$ cat src/logic/ppm_pkg.sv
package ppm_pkg;
  // register word offsets on apb (byte addresses)
  localparam logic [7:0] OFF_PORT0_OUT = 8'h00;
  localparam logic [7:0] OFF_PORT1_OUT = 8'h04;
  localparam logic [7:0] OFF_PORT2_OUT = 8'h08;
  localparam logic [7:0] OFF_PORT3_OUT = 8'h0c;
  localparam logic [7:0] OFF_PORT0_DIR = 8'h10;
  localparam logic [7:0] OFF_PORT1_DIR = 8'h14;
  localparam logic [7:0] OFF_PORT2_DIR = 8'h18;
  localparam logic [7:0] OFF_PORT3_DIR = 8'h1c;
  localparam logic [7:0] OFF_PORT2_ALT = 8'h20;
  localparam logic [7:0] OFF_PORT3_ALT = 8'h24;
  localparam logic [7:0] OFF_FETCH_WAIT = 8'h28;
  localparam logic [7:0] OFF_PIN_IN0 = 8'h2c;
  localparam logic [7:0] OFF_PIN_IN1 = 8'h30;
  localparam logic [7:0] OFF_PIN_IN2 = 8'h34;
  localparam logic [7:0] OFF_PIN_IN3 = 8'h38;
  localparam logic [7:0] OFF_STATUS = 8'h3c;
  // reset values and field positions
  localparam logic [7:0] RST_BYTE = 8'h00;
  localparam logic [1:0] RST_WAIT = 2'h0;
  localparam int STAT_FETCH_EXT = 0;
  localparam int STAT_OUT_EN = 1;
  localparam int STAT_BUSY = 2;
  localparam int P3_MODE_CMP4 = 1; // timer17 four-pin compare mode bit
  localparam int P3_MODE_CAP = 0; // timer17 capture mode bit
  // one automatic state per external fetch byte
  localparam logic [2:0] FETCH_AUTO_STATES = 3'h1;

  // external bus request from the core
  typedef struct packed {
    logic fetch; // external program fetch cycle
    logic data_acc; // external data memory access
    logic addr_phase; // low address phase of muxed bus
    logic wr; // core writes data on muxed bus
    logic [15:0] addr;
    logic [7:0] wdata;
  } ppm_bus_s;

  // timer pin requests
  typedef struct packed {
    logic [7:0] p2_level; // compare levels for port 2
    logic [3:0] p3_level; // timer17 compare levels for port 3 bits 0..3
    logic [1:0] t17_mode; // bit1 four-pin compare, bit0 capture
  } ppm_tmr_s;

  typedef enum logic [2:0] {
    ST_IDLE = 3'b001,
    ST_AUTO = 3'b010,
    ST_WAIT = 3'b100
  } ppm_fetch_e;
endpackage : ppm_pkg

$ cat src/logic/ppm_port_bank.sv
// The implementer's own choices: the APB register port and the register addresses.
`timescale 1ns/1ps
// Summary of operation
// - every port bit has its own direction bit that software writes.
// - with external fetch selected port 0 becomes the muxed low address and data bus during fetch and data cycles, regardless of direction.
// - any reset source returns all bits of ports 0 to 3 to floating inputs.
// - driven bits of ports 0, 1 and 2 float while the output enable pin is high.
// - with external fetch selected port 1 drives address bits 8 to 15 during external data accesses.
// - a port 2 bit with its alternate function set ignores its direction bit.
// - alternate port 2 pins output the compare level from the matching compare register.
// - port 3 bit 0 drives the timer17 compare level, or is a capture input in capture mode.
// - port 3 bits 1 to 3 drive compare levels only in four-pin compare mode.
// - port 3 bits 4 to 7 are capture inputs feeding the sample registers.
// - of port 3, only bits 0 to 3 obey the output enable pin.
// - a port 3 bit with its alternate function set ignores its direction bit.
// - external fetches stretch by one automatic state plus zero to three programmed waits.
module ppm_port_bank (
  input wire logic pclk, // bus clock
  input wire logic presetn, // async reset, active low
  input wire logic psel, // apb select
  input wire logic penable, // apb enable
  input wire logic pwrite, // apb direction
  input wire logic [7:0] paddr, // apb byte address
  input wire logic [31:0] pwdata, // apb write data
  output logic [31:0] prdata, // apb read data
  output logic pready, // apb ready
  output logic pslverr, // apb error
  input wire logic hardware_reset_n, // reset pin, active low
  input wire logic break_instruction, // break reset pulse
  input wire logic watchdog_timer, // watchdog overflow pulse
  input wire logic opcode_trap, // illegal opcode trap pulse
  input wire logic external_fetch_select_n, // pin, low selects external fetch
  input wire logic out_enable_n, // output enable pin, active low
  input wire ppm_pkg::ppm_bus_s bus_req, // core external bus request
  input wire ppm_pkg::ppm_tmr_s tmr_req, // timer compare levels and mode
  output logic fetch_stall, // core stalls fetch while high
  output logic [7:0] muxed_low_addr_data, // port 0 read data in data phase
  output logic [4:0] edge_sample_input, // synced capture pins p3_0, p3_4..7
  input wire logic [7:0] pin0_i, // port 0 pad input
  input wire logic [7:0] pin1_i, // port 1 pad input
  input wire logic [7:0] pin2_i, // port 2 pad input
  input wire logic [7:0] pin3_i, // port 3 pad input
  output logic [31:0] pin_o, // pad outputs, port n at byte n
  output logic [31:0] pin_oe // pad enables, high drives
);
  ////////////////////////////////////////////////////////////////////////
  // registers
  logic [7:0] out_latch [4];
  logic [7:0] dir [4];
  logic [7:0] port2_alt_select;
  logic [7:0] port3_alt_select;
  logic [1:0] fetch_wait_control;
  logic [31:0] sync1;
  logic [31:0] sync2;
  logic [2:0] ctl_s1;
  logic [2:0] ctl_s2;
  logic [1:0] cnt;
  ppm_pkg::ppm_fetch_e state;
  ppm_pkg::ppm_fetch_e next_state;
  logic [1:0] next_cnt;

  // reset sources merged; pulses come from logic on pclk
  wire any_reset = ~ctl_s2[2] | break_instruction | watchdog_timer | opcode_trap;
  wire ext_fetch = ~ctl_s2[0];
  wire oe_pin = ~ctl_s2[1];
  // unaligned or unmapped writes are dropped, never aliased onto a register
  wire apb_wr = psel & penable & pwrite & hit_known;
  wire apb_rd = psel & ~pwrite;
  wire hit_latch = paddr[7:4] == 4'h0;
  wire hit_dir = paddr[7:4] == 4'h1;
  wire hit_pin = paddr >= ppm_pkg::OFF_PIN_IN0 && paddr <= ppm_pkg::OFF_PIN_IN3;
  wire hit_known = paddr <= ppm_pkg::OFF_STATUS && paddr[1:0] == 2'h0;
  wire [1:0] idx = paddr[3:2];
  wire [1:0] pin_idx = 2'(idx - 2'h3);

  ////////////////////////////////////////////////////////////////////////
  // pin and control synchronisers, two flops before any use
  always_ff @(posedge pclk or negedge presetn) begin
    if (!presetn) begin
      sync1 <= 32'h0;
      sync2 <= 32'h0;
      ctl_s1 <= 3'h7;
      ctl_s2 <= 3'h7;
    end else begin
      sync1 <= {pin3_i, pin2_i, pin1_i, pin0_i};
      sync2 <= sync1;
      ctl_s1 <= {hardware_reset_n, out_enable_n, external_fetch_select_n};
      ctl_s2 <= ctl_s1;
    end
  end

  ////////////////////////////////////////////////////////////////////////
  // software registers; any reset source clears direction and alt bits
  always_ff @(posedge pclk or negedge presetn) begin
    if (!presetn) begin
      for (int i = 0; i < 4; i++) begin
        out_latch[i] <= ppm_pkg::RST_BYTE;
        dir[i] <= ppm_pkg::RST_BYTE;
      end
      port2_alt_select <= ppm_pkg::RST_BYTE;
      port3_alt_select <= ppm_pkg::RST_BYTE;
      fetch_wait_control <= ppm_pkg::RST_WAIT;
    end else if (any_reset) begin
      for (int i = 0; i < 4; i++) begin
        out_latch[i] <= ppm_pkg::RST_BYTE;
        dir[i] <= ppm_pkg::RST_BYTE;
      end
      port2_alt_select <= ppm_pkg::RST_BYTE;
      port3_alt_select <= ppm_pkg::RST_BYTE;
      fetch_wait_control <= ppm_pkg::RST_WAIT;
    end else if (apb_wr) begin
      if (hit_latch) out_latch[idx] <= pwdata[7:0];
      if (hit_dir) dir[idx] <= pwdata[7:0];
      if (paddr == ppm_pkg::OFF_PORT2_ALT) port2_alt_select <= pwdata[7:0];
      if (paddr == ppm_pkg::OFF_PORT3_ALT) port3_alt_select <= pwdata[7:0];
      if (paddr == ppm_pkg::OFF_FETCH_WAIT) fetch_wait_control <= pwdata[1:0];
    end
  end

  ////////////////////////////////////////////////////////////////////////
  // pad steering per port
  wire p0_bus = ext_fetch & (bus_req.fetch | bus_req.data_acc);
  wire p0_drv_bus = p0_bus & (bus_req.addr_phase | bus_req.wr);
  wire [7:0] p0_bus_val = bus_req.addr_phase ? bus_req.addr[7:0] : bus_req.wdata;
  wire p1_bus = ext_fetch & bus_req.data_acc;
  wire t17_cmp = ~tmr_req.t17_mode[ppm_pkg::P3_MODE_CAP];
  wire t17_cmp4 = t17_cmp & tmr_req.t17_mode[ppm_pkg::P3_MODE_CMP4];
  // port 3 alternate drive: bit0 in compare mode, bits1..3 in four-pin mode, bits4..7 never
  wire [7:0] p3_alt_drv = {4'h0, {3{t17_cmp4}}, t17_cmp};
  wire [7:0] p3_alt_val = {4'h0, tmr_req.p3_level};
  // bus ownership of port 0 overrides direction
  wire [7:0] next_oe0 = p0_bus ? {8{p0_drv_bus & oe_pin}} : dir[0] & {8{oe_pin}};
  wire [7:0] next_o0 = p0_bus ? p0_bus_val : out_latch[0];
  wire [7:0] next_oe1 = (p1_bus ? 8'hff : dir[1]) & {8{oe_pin}};
  wire [7:0] next_o1 = p1_bus ? bus_req.addr[15:8] : out_latch[1];
  // port 2 alt bits take their level from the compare engine and drive regardless of direction
  wire [7:0] next_oe2 = ((port2_alt_select) | dir[2]) & {8{oe_pin}};
  wire [7:0] next_o2 = (port2_alt_select & tmr_req.p2_level) | (~port2_alt_select & out_latch[2]);
  wire [7:0] p3_drv = (port3_alt_select & p3_alt_drv) | (~port3_alt_select & dir[3]);
  // output enable gates only the low nibble of port 3
  wire [7:0] next_oe3 = p3_drv & {4'hf, {4{oe_pin}}};
  wire [7:0] next_o3 = (port3_alt_select & p3_alt_val) | (~port3_alt_select & out_latch[3]);

  always_ff @(posedge pclk or negedge presetn) begin
    if (!presetn) begin
      pin_o <= 32'h0;
      pin_oe <= 32'h0;
    end else if (any_reset) begin
      pin_o <= 32'h0;
      pin_oe <= 32'h0;
    end else begin
      pin_o <= {next_o3, next_o2, next_o1, next_o0};
      pin_oe <= {next_oe3, next_oe2, next_oe1, next_oe0};
    end
  end

  ////////////////////////////////////////////////////////////////////////
  // external fetch stretch: one automatic state then programmed waits
  always_comb begin
    next_state = state;
    next_cnt = cnt;
    unique case (state)
      ppm_pkg::ST_IDLE: begin
        if (ext_fetch && bus_req.fetch) next_state = ppm_pkg::ST_AUTO;
      end
      ppm_pkg::ST_AUTO: begin
        next_cnt = fetch_wait_control;
        next_state = (fetch_wait_control == 2'h0) ? ppm_pkg::ST_IDLE : ppm_pkg::ST_WAIT;
      end
      ppm_pkg::ST_WAIT: begin
        next_cnt = 2'(cnt - 2'h1);
        if (cnt == 2'h1) next_state = ppm_pkg::ST_IDLE;
      end
      default: begin
        next_state = ppm_pkg::ST_IDLE;
      end
    endcase
  end

  always_ff @(posedge pclk or negedge presetn) begin
    if (!presetn) begin
      state <= ppm_pkg::ST_IDLE;
      cnt <= 2'h0;
      fetch_stall <= 1'b0;
    end else begin
      state <= next_state;
      cnt <= next_cnt;
      fetch_stall <= next_state != ppm_pkg::ST_IDLE;
    end
  end

  ////////////////////////////////////////////////////////////////////////
  // apb read mux, zero wait states, error on unmapped address
  wire [31:0] status_word = {29'h0, state != ppm_pkg::ST_IDLE, oe_pin, ext_fetch};
  wire [7:0] rd_byte = hit_latch ? out_latch[idx] : hit_dir ? dir[idx] :
                       hit_pin ? sync2[pin_idx*8 +: 8] :
                       paddr == ppm_pkg::OFF_PORT2_ALT ? port2_alt_select :
                       paddr == ppm_pkg::OFF_PORT3_ALT ? port3_alt_select :
                       paddr == ppm_pkg::OFF_FETCH_WAIT ? {6'h0, fetch_wait_control} : 8'h00;
  // refused places read as zero so software never mistakes them for a register
  wire [31:0] next_rdata = !hit_known ? 32'h0 : paddr == ppm_pkg::OFF_STATUS ? status_word : {24'h0, rd_byte};

  always_ff @(posedge pclk or negedge presetn) begin
    if (!presetn) begin
      prdata <= 32'h0;
      pready <= 1'b0;
      pslverr <= 1'b0;
      muxed_low_addr_data <= 8'h00;
      edge_sample_input <= 5'h00;
    end else begin
      prdata <= (apb_rd && !penable) ? next_rdata : prdata;
      pready <= psel & ~penable;
      pslverr <= psel & ~penable & ~hit_known;
      muxed_low_addr_data <= sync2[7:0];
      // capture pins only when alt selected and not driving
      edge_sample_input <= {sync2[31:28] & port3_alt_select[7:4],
                            sync2[24] & port3_alt_select[0] & ~t17_cmp};
    end
  end

  ////////////////////////////////////////////////////////////////////////
  // checks
  // reset sources
  a_reset_float: assert property (@(posedge pclk) disable iff (!presetn)
    any_reset |=> pin_oe == 32'h0) else $error("pins driven after reset source");
  a_reset_clears: assert property (@(posedge pclk) disable iff (!presetn)
    any_reset |=> {dir[0], dir[1], dir[2], dir[3]} == 32'h0 && {port2_alt_select, port3_alt_select} == 16'h0)
    else $error("settings kept after reset source");

  // output enable pin and external bus ownership
  a_oe_float_low: assert property (@(posedge pclk) disable iff (!presetn)
    !oe_pin |=> pin_oe[27:0] == 28'h0) else $error("port driven with oe high");
  a_p3_upper_oe: assert property (@(posedge pclk) disable iff (!presetn)
    !oe_pin && !any_reset && dir[3][7:4] != 4'h0 && port3_alt_select[7:4] == 4'h0 |=> pin_oe[31:28] != 4'h0)
    else $error("port3 upper nibble obeyed oe");
  a_p1_addr: assert property (@(posedge pclk) disable iff (!presetn)
    p1_bus && oe_pin && !any_reset |=> pin_o[15:8] == $past(bus_req.addr[15:8])) else $error("bad addr high");
  a_p1_drive: assert property (@(posedge pclk) disable iff (!presetn)
    p1_bus && oe_pin && !any_reset |=> pin_oe[15:8] == 8'hff) else $error("high address not driven");
  // port 0 belongs to the external bus while a cycle runs, and floats in the read data phase
  a_p0_bus_own: assert property (@(posedge pclk) disable iff (!presetn)
    p0_drv_bus && oe_pin && !any_reset |=> pin_oe[7:0] == 8'hff &&
    pin_o[7:0] == ($past(bus_req.addr_phase) ? $past(bus_req.addr[7:0]) : $past(bus_req.wdata)))
    else $error("port0 not carrying bus");
  a_p0_bus_float: assert property (@(posedge pclk) disable iff (!presetn)
    p0_bus && !p0_drv_bus |=> pin_oe[7:0] == 8'h00) else $error("port0 driven in read phase");

  // timer pins
  a_p2_alt: assert property (@(posedge pclk) disable iff (!presetn)
    !any_reset && oe_pin |=> (pin_oe[23:16] & $past(port2_alt_select)) == $past(port2_alt_select))
    else $error("alt port2 not driven");
  a_p2_level: assert property (@(posedge pclk) disable iff (!presetn)
    !any_reset |=> ((pin_o[23:16] ^ $past(tmr_req.p2_level)) & $past(port2_alt_select)) == 8'h00)
    else $error("port2 compare level lost");
  a_p3_bit0_cmp: assert property (@(posedge pclk) disable iff (!presetn)
    t17_cmp && port3_alt_select[0] && oe_pin && !any_reset |=>
    pin_oe[24] && pin_o[24] == $past(tmr_req.p3_level[0]))
    else $error("port3 bit0 compare not driven");
  a_p3_cap_in: assert property (@(posedge pclk) disable iff (!presetn)
    !t17_cmp && port3_alt_select[0] |=> !pin_oe[24]) else $error("capture pin driven");
  a_p3_upper: assert property (@(posedge pclk) disable iff (!presetn)
    !any_reset |=> pin_oe[31:28] == ($past(dir[3][7:4]) & ~$past(port3_alt_select[7:4])))
    else $error("port3 capture pin driven");
  a_p3_cmp4: assert property (@(posedge pclk) disable iff (!presetn)
    !t17_cmp4 && !any_reset |=> (pin_oe[27:25] & $past(port3_alt_select[3:1])) == 3'h0)
    else $error("p3 driven outside four-pin mode");
  a_p3_alt_dir: assert property (@(posedge pclk) disable iff (!presetn)
    !t17_cmp |=> (pin_oe[27:24] & $past(port3_alt_select[3:0])) == 4'h0)
    else $error("port3 alt bit follows direction");
  // plain bits follow the output latch
  a_gpio_out: assert property (@(posedge pclk) disable iff (!presetn)
    !any_reset && !p0_bus |=> pin_o[7:0] == $past(out_latch[0]) &&
    ((pin_o[23:16] ^ $past(out_latch[2])) & ~$past(port2_alt_select)) == 8'h00)
    else $error("plain bit lost its latch value");

  // fetch stretch
  a_fetch_start: assert property (@(posedge pclk) disable iff (!presetn)
    state == ppm_pkg::ST_IDLE && ext_fetch && bus_req.fetch |=> state == ppm_pkg::ST_AUTO && fetch_stall)
    else $error("fetch not stretched");
  a_fetch_nowait: assert property (@(posedge pclk) disable iff (!presetn)
    state == ppm_pkg::ST_AUTO && fetch_wait_control == 2'h0 |=> state == ppm_pkg::ST_IDLE)
    else $error("extra wait with none programmed");
  a_fetch_len: assert property (@(posedge pclk) disable iff (!presetn)
    state == ppm_pkg::ST_AUTO && fetch_wait_control == 2'h2 |=> state == ppm_pkg::ST_WAIT ##2 state == ppm_pkg::ST_IDLE)
    else $error("wrong fetch wait length");
  // longest stretch is the automatic state plus three waits; a longer run means a stuck machine
  logic [2:0] stall_run;
  always_ff @(posedge pclk or negedge presetn) begin
    if (!presetn) begin
      stall_run <= 3'h0;
    end else begin
      stall_run <= fetch_stall ? 3'(stall_run + 3'h1) : 3'h0;
    end
  end
  a_stall_bound: assert property (@(posedge pclk) disable iff (!presetn)
    stall_run <= 3'(ppm_pkg::FETCH_AUTO_STATES + 3'h3)) else $error("fetch stretched too long");

  // register bus
  a_dir_write: assert property (@(posedge pclk) disable iff (!presetn)
    apb_wr && hit_dir && !any_reset |=> dir[$past(idx)] == $past(pwdata[7:0])) else $error("direction not stored");
  // zero wait bus: ready right after setup, error with it on a refused place
  a_apb_ready: assert property (@(posedge pclk) disable iff (!presetn)
    psel && !penable |=> pready && pslverr == !$past(hit_known)) else $error("apb answer wrong");

  // main scenarios
  c_fetch_wait: cover property (@(posedge pclk) state == ppm_pkg::ST_WAIT);
  c_bus_port0: cover property (@(posedge pclk) p0_drv_bus && oe_pin);
  c_alt_p3: cover property (@(posedge pclk) t17_cmp4 && port3_alt_select[3:0] == 4'hf);
  c_capture_in: cover property (@(posedge pclk) edge_sample_input != 5'h00);
  c_reset_source: cover property (@(posedge pclk) any_reset && pin_oe != 32'h0);
endmodule : ppm_port_bank

$ cat config.mk
export PLATFORM = sky130hd
export DESIGN_NAME = ppm_port_bank
export DESIGN_NICKNAME = d
export VERILOG_FILES = /design/src/logic/ppm_pkg.sv /design/src/logic/ppm_port_bank.sv
export SDC_FILE = /design/constraint.sdc
export NUM_CORES = 1
export LEC_CHECK = 0
export BUFFER_PORTS_ARGS = -buffer_cell sky130_fd_sc_hd__buf_2
export CAP_MARGIN = 15
export CORE_MARGIN = 5
export CORE_UTILIZATION = 40
export DETAILED_ROUTE_END_ITERATION = 6
export PLACE_DENSITY = 0.65
export SLEW_MARGIN = 0
export SYNTH_ARGS = -nofsm -noshare
export SYNTH_HDL_FRONTEND = slang
export SYNTH_SLANG_ARGS = --single-unit
$ cat constraint.sdc
create_clock -name pclk -period 3.94 [get_ports pclk]
set_input_delay 0.394 -clock pclk [delete_from_list [all_inputs] [get_ports pclk]]
set_output_delay 0.394 -clock pclk [all_outputs]
set_load 0.005 [all_outputs]
==> results of run 1 <==
## what timing repair did
item | CTS | global route
hold buffers | 35 | 0
gates resized for setup | 0 | 0
hold endpoints to repair | 35 | 0
endpoints found under the setup margin | 0 | 0
## registers in the layout (all words and copies together) (netlist names), 5 cells and up
name and cells:
port3_alt_select 8, pin_oe 32, dir 32, out_latch 32, sync2 32, prdata 8, pin_o 32, muxed_low_addr_data 8
edge_sample_input 5, port2_alt_select 8, sync1 32
## worst max-delay path, delay by kind of cell, from the launching register on
kind | cells | cell delay (ns)
AOI/OAI and AO/OA | 2 | 0.57
DFF | 1 | 0.51
and+or+nand+nor | 2 | 1.09
## routing by layer
| metal | vias up | track usage, % | wire, µm |
|---|---|---|---|
| met2 | 215 | 29.9 | 12500 |
| met5 | - | 0 | 25 |
| met3 | 47 | 4.09 | 1810 |
| met4 | 4 | 4.41 | 634 |
| li1 | 3092 | - | - |
| met1 | 3352 | 26.0 | 11300 |
## cell type report
cell class                 count  area (µm²)  area share [%]
sequential                   245        6140            48.9
multi-input combinational    486        3610            28.7
timing repair buffer         230        1370            10.9
clock buffer                  34         732            5.83
tap                          330         413            3.29
clock inverter                16         282            2.24
inverter                       5        18.8           0.149
## cell usage in the layout, fill, tap and decap left out, drive strengths merged, types with 6 or more instances in the layout
master,netlist,final
o21a,9,9
buf,45,195
clkbuf,24,34
conb,1,24
nor2,155,155
nor2b,6,6
mux2i,107,107
nor3b,12,12
mux4,24,24
dlygate4sd3,0,35
a21oi,28,28
dfstp,7,7
bufinv,0,7
nand3,12,12
a211oi,13,13
a32o,6,6
inv,5,6
nand2,35,35
nand3b,7,7
dfrtp,238,238
## worst paths after layout
path / endpoint / cells after the start
worst max-delay path: pin_oe[0] / 4
worst min-delay path: sync1[0] / 1
worst max register to register: pin_oe[0] / 4
worst min register to register: sync2[20] / 0
max in group asynchronous: state[0] / 2
min in group pclk: pin_oe[24] / 2
## kinds of logic after synthesis
family | Yosys count | synth area share, %
multiplexers | 131 | 16.3
AND/OR/NAND/NOR | 251 | 12.7
adder cells (fa/ha/maj) | 5 | 0.622
flip-flops | 245 | 61.0
AO/OA/AOI/OAI | 75 | 5.16
other | 1 | 0.0373
buffers and inverters | 74 | 4.14
## stage by stage
stage / hold slack, ns / cells / total power [mW] / cell area, µm² / utilization, %
floorplan: 0.0984 / 805 / 2.78 / 10200 / -
global placement: 0.333 / 1261 / 2.92 / 11200 / 44.9
detailed placement: 0.335 / 1261 / 2.93 / 11200 / 44.9
CTS: 0.0340 / 1346 / 5.79 / 12600 / 50.3
global route: 0.0594 / 1346 / 5.95 / 12600 / 50.3
finish: -0.0363 / 1346 / 5.72 / 12600 / 50.3
## power breakdown
part	total, mW	leakage (nW)	internal [mW]	switching (mW)
clock	2.82	0.488	1.78	1.03
combinational	0.317	2.61	0.123	0.195
sequential	2.59	3.22	2.57	0.0219
total	5.72	6.32	4.48	1.25
==> impl_metrics.csv, run 1 <==
group,metric,value,unit
timing,tightest_slew,1.20,ns
timing,fin_skew,0.0138,ns
finish,fill_cells,2231,
synth,synth.avg_cell_area,12.9,µm²
global_route,grt_pass1_wl,41100,µm
setup_path,r2r_slack,1.70,ns
power_and_ir_drop,ir_drop,0.398,mV
timing,setup_tns,0,ns
run_status,status,"finished with violations",
synth,ys_types,52,
clock_network,post_cts_buffers,0,
setup_path,worstPathRequired,4.41,ns
synth,synth.top_cells.by_area,"dfrtp_1 59%, mux2i_1 11%, nor2_1 5.8%",
clock_network,cts-buffers-inserted,27,
run_status,violations,"negative hold slack",
timing,period_minus_slack,2.24,ns
die,start_util,40.3,%
global_route,globalRouteOverflowTotal,0,
synth,synth_seq_cells,245,
setup_path,slowest_stage,"or4b_4",
synth,synth_edf_count,0,
placed_design,io_buffers,188,
die,core,25000,µm²
synth,post-synth-top-count-cell,"dfrtp_1",
placed_design,dp_slack,1.26,ns
global_route,grt_max_degree,144,
synth,ys.flop_type,"dfrtp_1",
timing,finalWorstSetupSlack,1.70,ns
setup_path,crit_start,"ctl_s2[2]",
route,drt_wl_total,26300,µm
timing,finalCritPeriodShare,56.9,%
timing,slew_viol_final,0,
timing,max_clock_freq,446,MHz
route,wl_per_cell,19.5,µm
route,viasPerCell,4.99,
synth,syn_area,10100,µm²
synth,ys_seq_area_share,61.0,%
finish,syn_to_final_growth,24.8,%
setup_path,crit_path_start_kind,"flop",
die,rows,58,
setup_path,crit_type,"flop to flop",
setup_path,end_kind,"flop",
synth,syn_inst,782,
die,ioPinCount,237,
timing,grt_setup_unrepaired,"no",
timing,timing.hold.ws,-0.0363,ns
setup_path,cp.arrival,2.72,ns
flow_run,drv_cap,0,
route,vias,6710,
setup_path,critPathMaxFanout,21,
setup_path,cp_cell_sequence,"or4b_4 > or2_2 > a21oi_2 > o21a_1",
setup_path,cpPeakStageDelay,0.58,ns
global_route,antenna_found_initial,2,
route,drtPass1Iterations,4,
setup_path,reg2reg_from,"ctl_s2[2]",
clock_network,clock_path_buffers,3,
placed_design,dp_hpwl,18100,µm
timing,finalHoldViolCount,13,
clock_network,path_clk_slew,0.06,ns
placed_design,routabilityCongestion,0.898,
finish,num_antenna_cells,0,
hold_path,hp-class,"input port to asynchronous set/reset pin",
finish,layout-drive-gt1-share,28.3,%
global_route,grt.total_usage,18.6,%
die,dieArea,28400,µm²
timing,finalSetupViolations,0,
synth,synth_top_area_share,59.2,%
power_and_ir_drop,p_per_area,456,nW/µm²
synth,ys.warnings.count,0,
timing,relSlewSlack,19.5,%
die,die_w,169,µm
synth,netlist_top_cells_count,"238 x dfrtp_1, 155 x nor2_1, 107 x mux2i_1, 35 x nand2_1, 27 x a21oi_1",
route,first_iter_violations,352,
route,drc,0,
synth,async_flop_share,100,%
clock_network,clk_latency,0.55,ns
global_route,grt_pass1_vias,6961,
clock_network,h-tree-depth,1,
synth,synth_largest_area_cell,"dfrtp_1",
finish,layout.nets,1125,
clock_network,root_buffer,"clkbuf_16",
clock_network,cts_tree,"yes",
die,die_h,169,µm
power_and_ir_drop,p_leak,6.32,nW
route,ant_nets,0,
clock_network,cts_num_sinks,245,
Power figures use the tool's default switching activity.
==> inputs of run 2 (changes only) <==
- ABC_AREA: default -> 1
- PLACE_DENSITY: 0.65 -> 0.66
- clock period: 3.94 -> 2.2 ns (I/O delays scaled with it)
==> impl_metrics.csv, run 2 <==
group,metric,value,unit
run_status,status,"finished clean",
synth,ys_seq_area_share,62.3,%
finish,fin_area,12800,µm²
route,vias,8266,
hold_path,hp-start,"bus_req[8]",
placed_design,dp_hpwl,21500,µm
timing,max_clock_freq,478,MHz
synth,synth.avg_cell_area,9.37,µm²
timing,finalHoldViolCount,0,
die,rows,57,
timing,slew_viol_final,0,
clock_network,cts_tree,"yes",
route,drc,0,
timing,finalCritPeriodShare,95.1,%
setup_path,cp.arrival,2.54,ns
global_route,globalRouteOverflowTotal,0,
finish,layout-drive-gt1-share,21.2,%
synth,ys.warnings.count,0,
global_route,grt_pass1_wl,48000,µm
synth,synth_edf_count,0,
flow_run,drv_cap,0,
synth,synth.top_cells.by_area,"dfrtp_1 60%, nand2_1 9.9%, nor2_1 3.8%",
timing,fin_skew,0.0113,ns
synth,post-synth-top-count-cell,"nand2_1",
setup_path,crit_path_start_kind,"flop",
clock_network,clk_latency,0.53,ns
placed_design,io_buffers,188,
finish,post-route-util,52.6,%
route,wl_per_cell,18.3,µm
global_route,grt_max_degree,69,
finish,layout_common_cells,"259 x nand2_1, 238 x dfrtp_1, 187 x buf_2",
route,drt_wl_total,30600,µm
global_route,use_met2,35.2,%
setup_path,end_kind,"flop",
route,viasPerCell,4.94,
power_and_ir_drop,p_leak,6.31,nW
clock_network,h-tree-depth,1,
synth,synth_largest_area_cell,"dfrtp_1",
power_and_ir_drop,p_per_area,762,nW/µm²
timing,finalSetupViolations,0,
finish,instances_no_fill,1674,
clock_network,path_clk_slew,0.06,ns
route,ant_nets,0,
clock_network,post_cts_buffers,0,
timing,period_minus_slack,2.09,ns
die,die_w,167,µm
global_route,met3_usage,4.65,%
placed_design,routabilityCongestion,0.918,
synth,synth_seq_cells,245,
synth,ys.flop_type,"dfrtp_1",
global_route,grt_pass1_vias,8480,
die,core,24300,µm²
timing,relSlewSlack,31.4,%
setup_path,crit_type,"flop to flop",
global_route,antenna_found_initial,0,
power_and_ir_drop,ir_drop,0.678,mV
setup_path,critPathMaxFanout,23,
placed_design,dpl.cell_count,1558,
die,ioPinCount,237,
clock_network,clock_path_buffers,3,
global_route,grt_most_used_layer,"met2",
global_route,grt.total_usage,21.6,%
setup_path,worstPathRequired,2.65,ns
setup_path,crit_start,"ctl_s2[2]",
finish,num_antenna_cells,0,
die,dieArea,27900,µm²
hold_path,hp-class,"input port to flop",
synth,syn_inst,1052,
route,first_iter_violations,634,
synth,ys_types,33,
route,drtPass1Iterations,5,
setup_path,reg2reg_from,"ctl_s2[2]",
placed_design,post_dp_cell_area,11200,µm²
clock_network,root_buffer,"clkbuf_16",
finish,syn_to_final_growth,29.8,%
finish,layout.nets,1461,
synth,synth_top_area_share,60.4,%
synth,syn_area,9850,µm²
die,die_h,167,µm
finish,final_common_cell,"nand2_1",
clock_network,cts_num_sinks,245,
timing,timing.hold.ws,0.0247,ns
timing,tightest_slew,1.03,ns
clock_network,cts-buffers-inserted,26,
global_route,met1_usage,29.8,%
synth,netlist_top_cells_count,"259 x nand2_1, 238 x dfrtp_1, 99 x nor2_1, 78 x inv_1, 73 x a21oi_1",
die,start_util,40.5,%
synth,async_flop_share,100,%
run 2: cell type report:
class                           instances  area [µm²]
Multi-Input combinational cell        680        3110
Inverter                               86         325
Clock buffer                           40         774
Timing Repair Buffer                  292        1940
Sequential cell                       245        6140
Clock inverter                          7        90.1
Tap cell                              324         405
Fill cell                            2201       11500
run 2: path summary, 6_finish.rpt:
path	end	slack (ns)	cells past startpoint
setup / recovery	dir[3]	0.11	7
hold / removal	pin_o[0]	0.02	3
setup reg to reg	dir[3]	0.11	7
hold reg to reg	sync2[14]	0.35	0
max in group asynchronous	ctl_s1[1]	1.19	3
min in group asynchronous	sync1[0]	0.25	2
run 2: kinds of logic (layout without fill, tap and decap cells):
logic type,Yosys count,after routing,synth area share (%)
AOI/OAI and AO/OA,234,234,12.6
adders and majority gates,5,5,0.635
buffers and inverters,150,425,7.01
DFF,245,245,62.3
muxes,2,2,0.203
other,1,24,0.0381
and+or+nand+nor,415,415,17.2
run 2: timing repair:
action / CTS / global route
hold buffers: 69 / 0
endpoints found under the hold margin: 132 / 0
endpoints found under the setup margin: 0 / 6
gates resized for setup: 0 / 1
run 2: per-stage QoR:
stage / setup slack, ns / setup TNS, ns / power [mW]
5_1_grt: -0.00362 / -0.00593 / 10.1
6_report: 0.107 / 0 / 9.75
2_1_floorplan: 0.469 / 0 / 4.98
4_1_cts: 0.123 / 0 / 9.81
3_3_place_gp: 0.179 / 0 / 5.32
3_5_place_dp: 0.129 / 0 / 5.32
run 2: power breakdown:
group | leakage [nW] | internal [mW] | switching (mW)
logic | 2.66 | 0.276 | 0.422
registers | 3.22 | 4.60 | 0.0423
clock network | 0.418 | 2.65 | 1.75
total | 6.31 | 7.53 | 2.22
run 2: metal layers:
metal	vias up	part of all wire [%]
li1	3913	-
met1	3962	43
met2	338	47
met3	53	7.6
met4	0	2.4
met5	-	0
run 2: worst max-delay path, cell delays in order, from the launching register on:
cell	delay, ns
dfstp_2	0.51
inv_1	0.03
nor2_1	0.07
nand2_1	0.19
buf_4	0.30
a21oi_1	0.65
nand2_1	0.12
o21ai_1	0.12
==> inputs of run 3 (changes only) <==
- CORE_ASPECT_RATIO: default -> 1.5
- REMOVE_ABC_BUFFERS: default -> 1
==> impl_metrics.csv, run 3 (synthesized netlist as in run 2, its figures left out) <==
group,metric,value,unit
run_status,status,"finished clean",
timing,tightest_slew,1.03,ns
setup_path,critPathMaxFanout,27,
setup_path,cpPeakStageDelay,0.81,ns
timing,period_minus_slack,2.00,ns
clock_network,cts-buffers-inserted,23,
global_route,grt_pass1_wl,46000,µm
placed_design,post_dp_cell_area,11300,µm²
die,ioPinCount,237,
global_route,grt_pass1_vias,8455,
setup_path,reg2reg_depth,7,
finish,instances_no_fill,1673,
setup_path,path_delay_family,"compound AO/OA/AOI/OAI gates",
route,drtPass1Iterations,5,
finish,layout-drive-gt1-share,21.7,%
timing,grt_setup_unrepaired,"no",
hold_path,hp-class,"input port to flop",
finish,num_antenna_cells,0,
timing,max_clock_freq,499,MHz
setup_path,cp.arrival,2.44,ns
timing,finalHoldViolCount,0,
power_and_ir_drop,p_leak,6.32,nW
clock_network,path_clk_slew,0.07,ns
route,first_iter_violations,658,
setup_path,crit_start,"ctl_s2[2]",
route,drc,0,
clock_network,h-tree-depth,1,
timing,timing.hold.ws,0.0216,ns
placed_design,dpl.cell_count,1561,
power_and_ir_drop,p_per_area,755,nW/µm²
global_route,globalRouteOverflowTotal,0,
setup_path,critical_path_buf_inv_count,2,
setup_path,cp_cell_sequence,"inv_1 > nor2_1 > nand2_1 > buf_12 > a21oi_1 > nand2_1 > o21ai_1",
setup_path,worstPathRequired,2.63,ns
die,die_w,138,µm
route,wl_per_cell,17.2,µm
power_and_ir_drop,ir_drop,0.820,mV
die,start_util,40.5,%
flow_run,drv_cap,0,
setup_path,crit_path_start_kind,"flop",
finish,layout.nets,1462,
setup_path,crit_type,"flop to flop",
placed_design,routabilityCongestion,0.903,
clock_network,clk_latency,0.52,ns
finish,fin_area,12800,µm²
placed_design,dp_hpwl,20300,µm
timing,finalCritPeriodShare,91.1,%
route,drt_wl_total,28800,µm
finish,final_common_cell,"nand2_1",
die,die_h,202,µm
die,rows,70,
timing,finalSetupViolations,0,
timing,fin_skew,0.0143,ns
clock_network,cts_num_sinks,245,
setup_path,cp-endpoint,"out_latch[6]",
finish,layout_common_cells,"259 x nand2_1, 238 x dfrtp_1, 187 x buf_2",
clock_network,root_buffer,"clkbuf_16",
die,dieArea,27900,µm²
setup_path,slowest_stage,"a21oi_1",
setup_path,reg2reg_from,"ctl_s2[2]",
timing,slew_viol_final,0,
clock_network,clock_path_buffers,3,
finish,fill_cells,2260,
finish,syn_to_final_growth,30.2,%
global_route,grt.total_usage,20.7,%
placed_design,io_buffers,188,
setup_path,cp.depth,7,
setup_path,reg2reg_to,"out_latch[6]",
setup_path,path_common_cell,"nand2_1",
die,core,24300,µm²
global_route,grt_max_degree,69,
global_route,antenna_found_initial,1,
route,ant_nets,0,
route,vias,8116,
timing,relSlewSlack,31.3,%
clock_network,cts_tree,"yes",
setup_path,end_kind,"flop",
setup_path,r2r_slack,0.20,ns
route,viasPerCell,4.85,
-- run 3: cell count changes in the layout (fill, tap and decap cells not counted), moves of 3 or more --
cell | previous run | this run
bufinv_16 | 2 | 5
clkinvlp_4 | 2 | 5
clkbuf_8 | 5 | 2
clkbuf_1 | 8 | 1
clkbuf_16 | 27 | 23
inv_6 | 0 | 3
-- run 3: report_power, final --
part           switching [mW]  total (mW)  internal (mW)
Clock                    1.75        4.35           2.60
Combinational           0.417       0.697          0.279
Sequential             0.0338        4.63           4.60
Total                    2.20        9.68           7.48
-- run 3: worst min path at each step --
stage,start,endpoint,depth (start not counted)
after floorplan,presetn,cnt[0],0
after global placement,presetn,sync2[21],1
after detailed placement,presetn,port3_alt_select[5],1
after CTS,pwdata[5],port2_alt_select[5],3
after global routing,pwdata[7],port3_alt_select[7],3
final,pwdata[2],port3_alt_select[2],3
-- run 3: what timing repair did --
item / in CTS / in global routing
endpoints found under the setup margin: 0 / 12
endpoints found under the hold margin: 134 / 0
hold buffers: 70 / 0
buffers inserted: 0 / 0
resized for setup: 0 / 3
-- run 3: worst min-delay path, delay by kind of cell --
family	cells	cell delay, ns
and+or+nand+nor	1	0.09
buffers and inverters	1	0.10
AOI/OAI and AO/OA	1	0.09
-- run 3: routing by layer --
layer	up-vias	wire, µm	GRT usage, %
met1	3820	11000	24.4
met5	-	13	0
met4	2	892	7.52
met2	320	15000	37.7
li1	3916	-	-
met3	58	1900	3.74
-- run 3: area by class of cell --
type | instances | area [µm²] | share of cell area (%)
clock buffer | 26 | 607 | 4.73
clock inverter | 16 | 233 | 1.81
inverter | 86 | 325 | 2.54
multi-input combinational | 680 | 3120 | 24.3
sequential | 245 | 6140 | 47.9
tap | 324 | 405 | 3.16
timing repair buffer | 296 | 2000 | 15.6
-- run 3: stage by stage --
| step | TNS (ns) | setup WS [ns] | utilization (%) | total power [mW] |
|---|---|---|---|---|
| finish | 0 | 0.197 | 52.7 | 9.68 |
| global placement | -0.00748 | -0.00748 | 46.3 | 5.31 |
| CTS | 0 | 0.132 | 52.6 | 9.77 |
| detailed placement | -0.0567 | -0.0468 | 46.3 | 5.32 |
| floorplan | -2.05 | -0.250 | - | 4.92 |
| global route | 0 | 0.0731 | 52.7 | 10.1 |
